`src/rtl/led_ctrl_pkg.sv`:
```
// package for indicator override and function control registers
// assumes one register port on the device clock
package led_ctrl_pkg;
	localparam int ADDR_W = 5;
	localparam int DATA_W = 16;
	localparam logic [4:0] OFS_INDICATOR_OVERRIDE = 5'h18;
	localparam logic [4:0] OFS_PHY_FUNCTION_CONTROL = 5'h19;
	// indicator override fields
	localparam int BIT_SPEED_OVR_EN = 5;
	localparam int BIT_LINK_OVR_EN = 4;
	localparam int BIT_ACT_OVR_EN = 3;
	localparam int BIT_SPEED_VAL = 2;
	localparam int BIT_LINK_VAL = 1;
	localparam int BIT_ACT_VAL = 0;
	localparam logic [5:0] OVERRIDE_RESET = 6'h00;
	// function control fields
	localparam int BIT_AUTO_XOVER_EN = 15;
	localparam int BIT_FORCE_XOVER = 14;
	localparam int BIT_PAUSE_RX = 13;
	localparam int BIT_PAUSE_TX = 12;
	localparam int BIT_ERR_INJECT = 11;
	// pause advertisement bits
	localparam int BIT_ADV_PAUSE = 10;
	localparam int BIT_ADV_ASYM = 11;

	typedef struct packed {
		logic speed;
		logic link;
		logic activity;
	} indicator_t;

	typedef struct packed {
		logic [ADDR_W-1:0] addr;
		logic [DATA_W-1:0] wdata;
		logic wr;
		logic rd;
	} reg_req_t;
endpackage

```
`src/rtl/indicator_function_regs.sv`:
```
// indicator override and upper function control bits
// assumes register port on ref_clk_i, strap and pins synchronised here
//
// Operation
// - Override register bits 15:6 ignore writes and always read zero.
// - With bit 5 set the speed output carries stored bit 2, else normal.
// - With bit 4 set the link output carries stored bit 1, else normal.
// - With bit 3 set the activity output carries stored bit 0, else normal.
// - Reading the override register returns stored settings, not pins.
// - Crossover enable resets from a strap and stays writable.
// - Force crossover swaps transmit and receive twisted pairs.
// - Pause receive is resolved from local and partner pause bits.
// - Pause transmit is resolved from local and partner pause bits.
// - Pause indications assert only for a full duplex negotiated result.
// - Writing one to the error inject bit gives one error, then clears.
//
// Decided for this implementation: the address-and-strobe port.
`timescale 1ns/1ps
module indicator_function_regs
	import led_ctrl_pkg::*;
(
	input wire logic ref_clk_i,
	input wire logic rst_n_i,
	input wire reg_req_t req_i,
	output logic [DATA_W-1:0] rdata_o,
	input wire logic crossover_strap_i,
	input wire indicator_t normal_indicator_i,
	output indicator_t indicator_o,
	input wire logic an_complete_i,
	input wire logic an_full_duplex_i,
	input wire logic [DATA_W-1:0] local_advertisement_i,
	input wire logic [DATA_W-1:0] partner_ability_i,
	output logic auto_crossover_en_o,
	output logic force_crossover_o,
	output logic tx_on_rx_twisted_pair_o,
	output logic pause_rx_o,
	output logic pause_tx_o,
	output logic self_test_error_inject_o
);

	localparam int IND_N = 3;
	localparam int OVR_W = 2 * IND_N;

	// pin-side inputs pass two flops
	logic [1:0] strap_sync_r;
	logic [1:0] an_done_sync_r;
	logic [1:0] an_fd_sync_r;
	logic strap_taken_r;

	logic [OVR_W-1:0] override_r;
	logic auto_crossover_en_r;
	logic force_crossover_r;
	logic error_inject_r;
	logic pause_rx_r;
	logic pause_tx_r;
	logic [DATA_W-1:0] rdata_r;

	wire logic hit_override = req_i.addr == OFS_INDICATOR_OVERRIDE;
	wire logic hit_control = req_i.addr == OFS_PHY_FUNCTION_CONTROL;
	wire logic wr_override = req_i.wr && hit_override;
	wire logic wr_control = req_i.wr && hit_control;

	wire logic loc_pause = local_advertisement_i[BIT_ADV_PAUSE];
	wire logic loc_asym = local_advertisement_i[BIT_ADV_ASYM];
	wire logic lp_pause = partner_ability_i[BIT_ADV_PAUSE];
	wire logic lp_asym = partner_ability_i[BIT_ADV_ASYM];
	// standard pause resolution
	wire logic res_both = loc_pause && lp_pause;
	wire logic res_rx_only = loc_pause && loc_asym && !lp_pause && lp_asym;
	wire logic res_tx_only = !loc_pause && loc_asym && lp_pause && lp_asym;
	wire logic fd_done = an_done_sync_r[1] && an_fd_sync_r[1];
	wire logic pause_rx_nxt = fd_done && (res_both || res_rx_only);
	wire logic pause_tx_nxt = fd_done && (res_both || res_tx_only);

	wire logic [DATA_W-1:0] override_rd = {{(DATA_W-OVR_W){1'b0}},
		override_r};
	wire logic [DATA_W-1:0] control_rd = {auto_crossover_en_r,
		force_crossover_r, pause_rx_r, pause_tx_r, error_inject_r,
		{(BIT_ERR_INJECT){1'b0}}};
	wire logic [DATA_W-1:0] rdata_nxt = !req_i.rd ? '0 :
		hit_override ? override_rd :
		hit_control ? control_rd : '0;

	// per indicator enable, value and normal level
	wire logic [IND_N-1:0] ind_norm = normal_indicator_i;
	wire logic [IND_N-1:0] ind_en = override_r[OVR_W-1:IND_N];
	wire logic [IND_N-1:0] ind_val = override_r[IND_N-1:0];
	logic [IND_N-1:0] ind_mux;

	// field layout must fit the data word
	if (BIT_AUTO_XOVER_EN != DATA_W - 1 || OVR_W != BIT_SPEED_OVR_EN + 1)
	begin : gen_layout_check
		$error("register field layout does not fit the data word");
	end

	always_ff @(posedge ref_clk_i or negedge rst_n_i)
	begin
		if (!rst_n_i)
		begin
			an_done_sync_r <= 2'h0;
			an_fd_sync_r <= 2'h0;
		end
		else
		begin
			an_done_sync_r <= {an_done_sync_r[0], an_complete_i};
			an_fd_sync_r <= {an_fd_sync_r[0], an_full_duplex_i};
		end
	end

	// strap sync has no reset so the level is ready at release
	always_ff @(posedge ref_clk_i)
	begin
		strap_sync_r <= {strap_sync_r[0], crossover_strap_i};
	end

	always_ff @(posedge ref_clk_i or negedge rst_n_i)
	begin
		if (!rst_n_i)
		begin
			override_r <= OVERRIDE_RESET;
			rdata_r <= '0;
		end
		else
		begin
			if (wr_override)
				override_r <= req_i.wdata[OVR_W-1:0];
			rdata_r <= rdata_nxt;
		end
	end

	always_ff @(posedge ref_clk_i or negedge rst_n_i)
	begin
		if (!rst_n_i)
		begin
			strap_taken_r <= 1'b0;
			auto_crossover_en_r <= 1'b0;
		end
		else if (wr_control)
		begin
			strap_taken_r <= 1'b1;
			auto_crossover_en_r <= req_i.wdata[BIT_AUTO_XOVER_EN];
		end
		else if (!strap_taken_r)
		begin
			strap_taken_r <= 1'b1;
			auto_crossover_en_r <= strap_sync_r[1];
		end
	end

	always_ff @(posedge ref_clk_i or negedge rst_n_i)
	begin
		if (!rst_n_i)
		begin
			force_crossover_r <= 1'b0;
			error_inject_r <= 1'b0;
			pause_rx_r <= 1'b0;
			pause_tx_r <= 1'b0;
		end
		else
		begin
			if (wr_control)
				force_crossover_r <= req_i.wdata[BIT_FORCE_XOVER];
			error_inject_r <= wr_control && req_i.wdata[BIT_ERR_INJECT];
			pause_rx_r <= pause_rx_nxt;
			pause_tx_r <= pause_tx_nxt;
		end
	end

	for (genvar g = 0; g < IND_N; g++)
	begin : gen_ind
		assign ind_mux[g] = ind_en[g] ? ind_val[g] : ind_norm[g];
	end
	assign indicator_o = ind_mux;

	assign rdata_o = rdata_r;
	// software keeps this off without autonegotiation
	assign auto_crossover_en_o = auto_crossover_en_r;
	assign force_crossover_o = force_crossover_r;
	assign tx_on_rx_twisted_pair_o = force_crossover_r;
	assign pause_rx_o = pause_rx_r;
	assign pause_tx_o = pause_tx_r;
	assign self_test_error_inject_o = error_inject_r;

	chk_override_upper_zero: assert property (@(posedge ref_clk_i)
		disable iff (!rst_n_i)
		req_i.rd && hit_override |=> rdata_o[DATA_W-1:OVR_W] == '0)
		else $error("override upper bits not zero");

	chk_unmapped_read: assert property (@(posedge ref_clk_i)
		disable iff (!rst_n_i)
		req_i.rd && !hit_override && !hit_control |=> rdata_o == '0)
		else $error("unmapped read not zero");

	chk_speed_override: assert property (@(posedge ref_clk_i)
		disable iff (!rst_n_i)
		wr_override && req_i.wdata[BIT_SPEED_OVR_EN] |=>
		indicator_o.speed == $past(req_i.wdata[BIT_SPEED_VAL]))
		else $error("speed override not applied");

	chk_speed_normal: assert property (@(posedge ref_clk_i)
		disable iff (!rst_n_i)
		!override_r[BIT_SPEED_OVR_EN] |->
		indicator_o.speed == normal_indicator_i.speed)
		else $error("speed not normal");

	chk_link_override: assert property (@(posedge ref_clk_i)
		disable iff (!rst_n_i)
		wr_override && req_i.wdata[BIT_LINK_OVR_EN] |=>
		indicator_o.link == $past(req_i.wdata[BIT_LINK_VAL]))
		else $error("link override not applied");

	chk_link_normal: assert property (@(posedge ref_clk_i)
		disable iff (!rst_n_i)
		!override_r[BIT_LINK_OVR_EN] |->
		indicator_o.link == normal_indicator_i.link)
		else $error("link not normal");

	chk_act_override: assert property (@(posedge ref_clk_i)
		disable iff (!rst_n_i)
		wr_override && req_i.wdata[BIT_ACT_OVR_EN] |=>
		indicator_o.activity == $past(req_i.wdata[BIT_ACT_VAL]))
		else $error("activity override not applied");

	chk_act_normal: assert property (@(posedge ref_clk_i)
		disable iff (!rst_n_i)
		!override_r[BIT_ACT_OVR_EN] |-> indicator_o.activity ==
		normal_indicator_i.activity)
		else $error("activity not normal");

	chk_override_readback: assert property (@(posedge ref_clk_i)
		disable iff (!rst_n_i)
		wr_override ##1 (req_i.rd && hit_override && !req_i.wr) |=>
		rdata_o[OVR_W-1:0] == $past(req_i.wdata[OVR_W-1:0], 2))
		else $error("override readback wrong");

	// read shows stored bits not pins
	chk_read_ignores_pins: assert property (@(posedge ref_clk_i)
		disable iff (!rst_n_i)
		req_i.rd && hit_override |=>
		rdata_o[OVR_W-1:0] == $past(override_r))
		else $error("override read not from stored bits");

	chk_override_hold: assert property (@(posedge ref_clk_i)
		disable iff (!rst_n_i)
		!wr_override |=> $stable(override_r))
		else $error("override changed without write");

	// read data only after a read
	chk_rdata_idle: assert property (@(posedge ref_clk_i)
		disable iff (!rst_n_i)
		!req_i.rd |=> rdata_o == '0)
		else $error("read data without read");

	chk_strap_load: assert property (@(posedge ref_clk_i)
		disable iff (!rst_n_i)
		!strap_taken_r && !wr_control |=>
		auto_crossover_en_o == $past(strap_sync_r[1]))
		else $error("strap not loaded");

	chk_xover_write: assert property (@(posedge ref_clk_i)
		disable iff (!rst_n_i)
		wr_control |=>
		auto_crossover_en_o == $past(req_i.wdata[BIT_AUTO_XOVER_EN]))
		else $error("crossover enable not stored");

	chk_xover_hold: assert property (@(posedge ref_clk_i)
		disable iff (!rst_n_i)
		strap_taken_r && !wr_control |=> $stable(auto_crossover_en_o))
		else $error("crossover enable changed without write");

	chk_force_write: assert property (@(posedge ref_clk_i)
		disable iff (!rst_n_i)
		wr_control |=>
		force_crossover_o == $past(req_i.wdata[BIT_FORCE_XOVER]))
		else $error("force crossover not stored");

	chk_force_hold: assert property (@(posedge ref_clk_i)
		disable iff (!rst_n_i)
		!wr_control |=> $stable(force_crossover_o))
		else $error("force crossover changed without write");

	chk_pair_swap: assert property (@(posedge ref_clk_i)
		disable iff (!rst_n_i)
		tx_on_rx_twisted_pair_o == force_crossover_o)
		else $error("pair swap differs from force");

	chk_pause_both: assert property (@(posedge ref_clk_i)
		disable iff (!rst_n_i)
		fd_done && loc_pause && lp_pause |=> pause_rx_o && pause_tx_o)
		else $error("symmetric pause not resolved");

	chk_pause_rx_only: assert property (@(posedge ref_clk_i)
		disable iff (!rst_n_i)
		fd_done && loc_pause && loc_asym && !lp_pause && lp_asym |=>
		pause_rx_o && !pause_tx_o)
		else $error("receive only pause not resolved");

	chk_pause_tx_only: assert property (@(posedge ref_clk_i)
		disable iff (!rst_n_i)
		fd_done && !loc_pause && loc_asym && lp_pause && lp_asym |=>
		!pause_rx_o && pause_tx_o)
		else $error("transmit only pause not resolved");

	chk_pause_none: assert property (@(posedge ref_clk_i)
		disable iff (!rst_n_i)
		!loc_pause && !lp_pause |=> !pause_rx_o && !pause_tx_o)
		else $error("pause without advertisement");

	chk_pause_read: assert property (@(posedge ref_clk_i)
		disable iff (!rst_n_i)
		req_i.rd && hit_control |=>
		rdata_o[BIT_PAUSE_RX] == $past(pause_rx_o) &&
		rdata_o[BIT_PAUSE_TX] == $past(pause_tx_o))
		else $error("pause fields read wrong");

	chk_pause_half: assert property (@(posedge ref_clk_i)
		disable iff (!rst_n_i)
		!an_fd_sync_r[1] |=> !pause_rx_o && !pause_tx_o)
		else $error("pause asserted in half duplex");

	chk_pause_gate: assert property (@(posedge ref_clk_i)
		disable iff (!rst_n_i)
		!fd_done |=> !pause_rx_o && !pause_tx_o)
		else $error("pause asserted without full duplex");

	chk_inject_pulse: assert property (@(posedge ref_clk_i)
		disable iff (!rst_n_i)
		wr_control && req_i.wdata[BIT_ERR_INJECT] |=>
		self_test_error_inject_o
		##1 (!self_test_error_inject_o || $past(wr_control, 1)))
		else $error("inject not single");

	chk_inject_idle: assert property (@(posedge ref_clk_i)
		disable iff (!rst_n_i)
		!(wr_control && req_i.wdata[BIT_ERR_INJECT]) |=>
		!self_test_error_inject_o)
		else $error("inject without write");

	chk_inject_read: assert property (@(posedge ref_clk_i)
		disable iff (!rst_n_i)
		req_i.rd && hit_control |=>
		rdata_o[BIT_ERR_INJECT] == $past(self_test_error_inject_o))
		else $error("inject bit read wrong");
endmodule

```
`config.mk`:
```
export PLATFORM = sky130hd
export DESIGN_NAME = indicator_function_regs
export DESIGN_NICKNAME = d
export VERILOG_FILES = /design/src/rtl/led_ctrl_pkg.sv /design/src/rtl/indicator_function_regs.sv
export SDC_FILE = /design/constraint.sdc
export NUM_CORES = 1
export LEC_CHECK = 0
export ABC_AREA = 1
export BUFFER_PORTS_ARGS = -buffer_cell sky130_fd_sc_hd__buf_2
export CAP_MARGIN = 20
export CORE_MARGIN = 2
export CORE_UTILIZATION = 35
export DETAILED_ROUTE_END_ITERATION = 10
export PLACE_DENSITY = 0.75
export SETUP_SLACK_MARGIN = 0.15
export SYNTH_ARGS = -nofsm -noshare
export SYNTH_HDL_FRONTEND = slang
export SYNTH_SLANG_ARGS = --single-unit
```
`constraint.sdc`:
```
create_clock -name ref_clk_i -period 0.8 [get_ports ref_clk_i]
set_input_delay 0.16 -clock ref_clk_i [delete_from_list [all_inputs] [get_ports ref_clk_i]]
set_output_delay 0.16 -clock ref_clk_i [all_outputs]
set_load 0.02 [all_outputs]
```
==> impl_metrics.py <==
metrics = {
    "power_and_ir_drop": {
        "p_sw_share_pct": 29.24,
        "combPwrFrac_pct": 27.7,
        "p_leak_nw": 1.030,
        "ir_drop_mv": 0.7793,
        "switchingPower_w": 0.001030,
        "p_clk_share_pct": 26.0,
        "intPower_w": 0.002492,
        "p_per_area_mw_per_mm2": 1692,
        "power_frac_seq_pct": 46.4,
    },
    "layout": {
        "fin_nets": 260,
        "layout_common_cells": "33 x buf_6, 24 x buf_2, 23 x dfrtp_1, 14 x nand2_1, 14 x buf_4",
        "final_common_cell": "buf_6",
        "fill_cells": 206,
        "synthToLayoutAreaGrowth_pct": 84.48,
        "final_util_pct": 68.20,
        "drive_gt1_share_pct": 63.13,
        "multi_input_area_um2": 473.0,
        "final-seq-area_um2": 720.7,
        "diodes": 0,
    },
    "drt": {
        "first_iter_violations": 35,
        "wl_per_cell_um": 12.77,
        "drc": 0,
        "drt-total-wl_um": 3090,
        "dr_total_vias": 1082,
        "routed_via_density": 4.471,
        "antenna_left": 0,
        "first_pass_iters": 4,
    },
    "floorplan": {
        "num_rows": 20,
        "die_w_um": 60.79,
        "core_mm2": 0.003053,
        "die_h_um": 60.79,
        "die-area_mm2": 0.003695,
        "initial_core_util_pct": 36.97,
        "io_pins": 88,
    },
    "placed_design": {
        "place_congestion": 0.8852,
        "place_hpwl_um": 1924,
        "place_ws_ps": -264.8,
        "io_buffer_count": 47,
    },
    "yosys": {
        "avgSynthCellArea_um2": 9.814,
        "yosysWarnings": 0,
        "ys_ff_latch": 29,
        "ys_types": 14,
        "synthCells": 115,
        "syn_area_mm2": 0.001129,
        "yosysSeqAreaShare_pct": 63.41,
    },
    "global_routing": {
        "grt_pass1_wl_um": 4464,
        "grt_util_met1_pct": 17.34,
        "grt_pass1_vias": 1054,
        "grt_use_total_pct": 17.33,
        "top_usage_layer": "met2",
        "grt_overflow_total": 0,
        "antenna_found_initial": 0,
        "grt_max_degree": 28,
        "use_met3_pct": 4.051,
        "use_met2_pct": 30.72,
    },
    "run": {
        "maxCapViolCount": 0,
    },
    "critical_path": {
        "arrival_ps": 1080,
        "worst_setup_path_start_kind": "flip-flop",
        "path_class": "reg -> out",
        "rrSetupSlack_ps": -150,
        "critPathMaxFanout": 3,
        "crit_path_end_kind": "primary output",
        "required_ps": 640,
    },
    "clock_network": {
        "cts.sinks": 29,
        "cts_tree": "built",
        "cts-root-buf": "clkbuf_4",
        "cts_buffer_depth": 2,
        "cts_made_buffers": 5,
        "insertion_delay_ps": 340,
        "clk_pin_slew_ps": 100,
        "cts_max_level": 2,
    },
    "timing": {
        "clock_skew_ps": 17.28,
        "fin_ws_ps": -443.8,
        "fmax_mhz": 804.0,
        "setup_tns_ps": -5628,
        "rsz0062_at_grt": "yes",
        "finalCritPeriodShare_pct": 155.5,
        "drv_slew": 0,
        "setup_violations": 27,
        "hold_violations": 0,
        "period_minus_slack_ps": 1244,
    },
    "hold_path": {
        "hp-class": "in -> reg",
    },
    "run_status": {
        "outcome": "complete, but fails checks",
        "violations": "setup timing",
    },
}
[critical path, stage by stage, from the launching register on]
cell and delay (ps):
dfrtp_1 390, inv_2 110, nand2_2 70, o21ai_4 60, buf_6 130
[power groups by stage]
stage               registers, W  clock network, W  logic [W]
floorplan                0.00166                 0   0.000341
global placement         0.00164                 0   0.000584
detailed placement       0.00165                 0   0.000606
CTS                      0.00162          0.000922   0.000815
global route             0.00164           0.00101    0.00104
finish                   0.00163          0.000915   0.000974
[synthesized netlist by cell type]
cell type / number / area, µm²
nor2_4: 2 / 22.52
dfrtp_1: 27 / 675.7
o21ai_0: 4 / 20.02
nor2_1: 13 / 48.80
conb_1: 2 / 7.510
inv_1: 12 / 45.04
nand2_1: 25 / 93.84
nand4_1: 10 / 62.56
nand3_1: 6 / 30.03
buf_2: 1 / 5.000
a21oi_1: 2 / 10.01
dfxtp_1: 2 / 40.04
nor3b_1: 2 / 15.01
buf_4: 7 / 52.55
[metrics by stage]
stage / total power [W] / hold slack (ps) / area, µm² / std cells
after detailed placement: 0.002254 / 118.8 / 1578 / 214
after global placement: 0.002227 / 111.2 / 1578 / 214
after global routing: 0.003693 / 3.814 / 2082 / 242
after floorplan: 0.002003 / -135.6 / 1240 / 119
final: 0.003522 / 18.07 / 2082 / 242
after CTS: 0.003359 / 30.24 / 1941 / 235
[layout make-up]
type,count,area share [%]
clock buffers,8,2.825
inverters,12,3.005
multi-input cells,70,22.72
flip-flops and latches,29,34.62
well taps,44,2.644
repair buffers,79,34.19
[routing by layer]
metal  up-vias  wire length [µm]
met3         8               180
met1       510              1181
li1        517                 -
met4         0                78
met2        47              1649
met5         -                 0
[path summary, 6_finish.rpt]
path	cells after the start	start	endpoint
max reg2reg	5	override_r[3]	override_r[3]
min in group asynchronous	3	rst_n_i	rdata_o[11]
max in group asynchronous	3	rst_n_i	auto_crossover_en_o
max	4	override_r[5]	indicator_o[2]
min	3	req_i[13]	self_test_error_inject_o
min reg2reg	0	strap_sync_r[0]	strap_sync_r[1]
[timing repair]
item                                    in CTS  in global routing
endpoints found under the setup margin      34                 41
cloned                                       0                  0
setup buffers                                9                  7
gates resized for setup                     62                 26
hold endpoints to repair                    30                  0
hold buffers                                 4                  0
pin swaps                                   10                  9
[state kept, by name, indices dropped and copies added (netlist names)]
name / flops
rdata_o: 11
force_crossover_o: 1
pause_tx_o: 1
strap_taken_r: 1
an_done_sync_r: 2
override_r: 6
pause_rx_o: 1
auto_crossover_en_o: 1
an_fd_sync_r: 2
strap_sync_r: 2
self_test_error_inject_o: 1
[logic make-up (layout without fill, tap and decap cells)]
group	Yosys count	after routing	synth area share [%]
AO/OA/AOI/OAI	6	6	2.661
buffers and inverters	20	99	9.090
flip-flops	29	29	63.41
other	2	6	0.6654
AND/OR/NAND/NOR	58	58	24.17
Power figures use the tool's default switching activity.
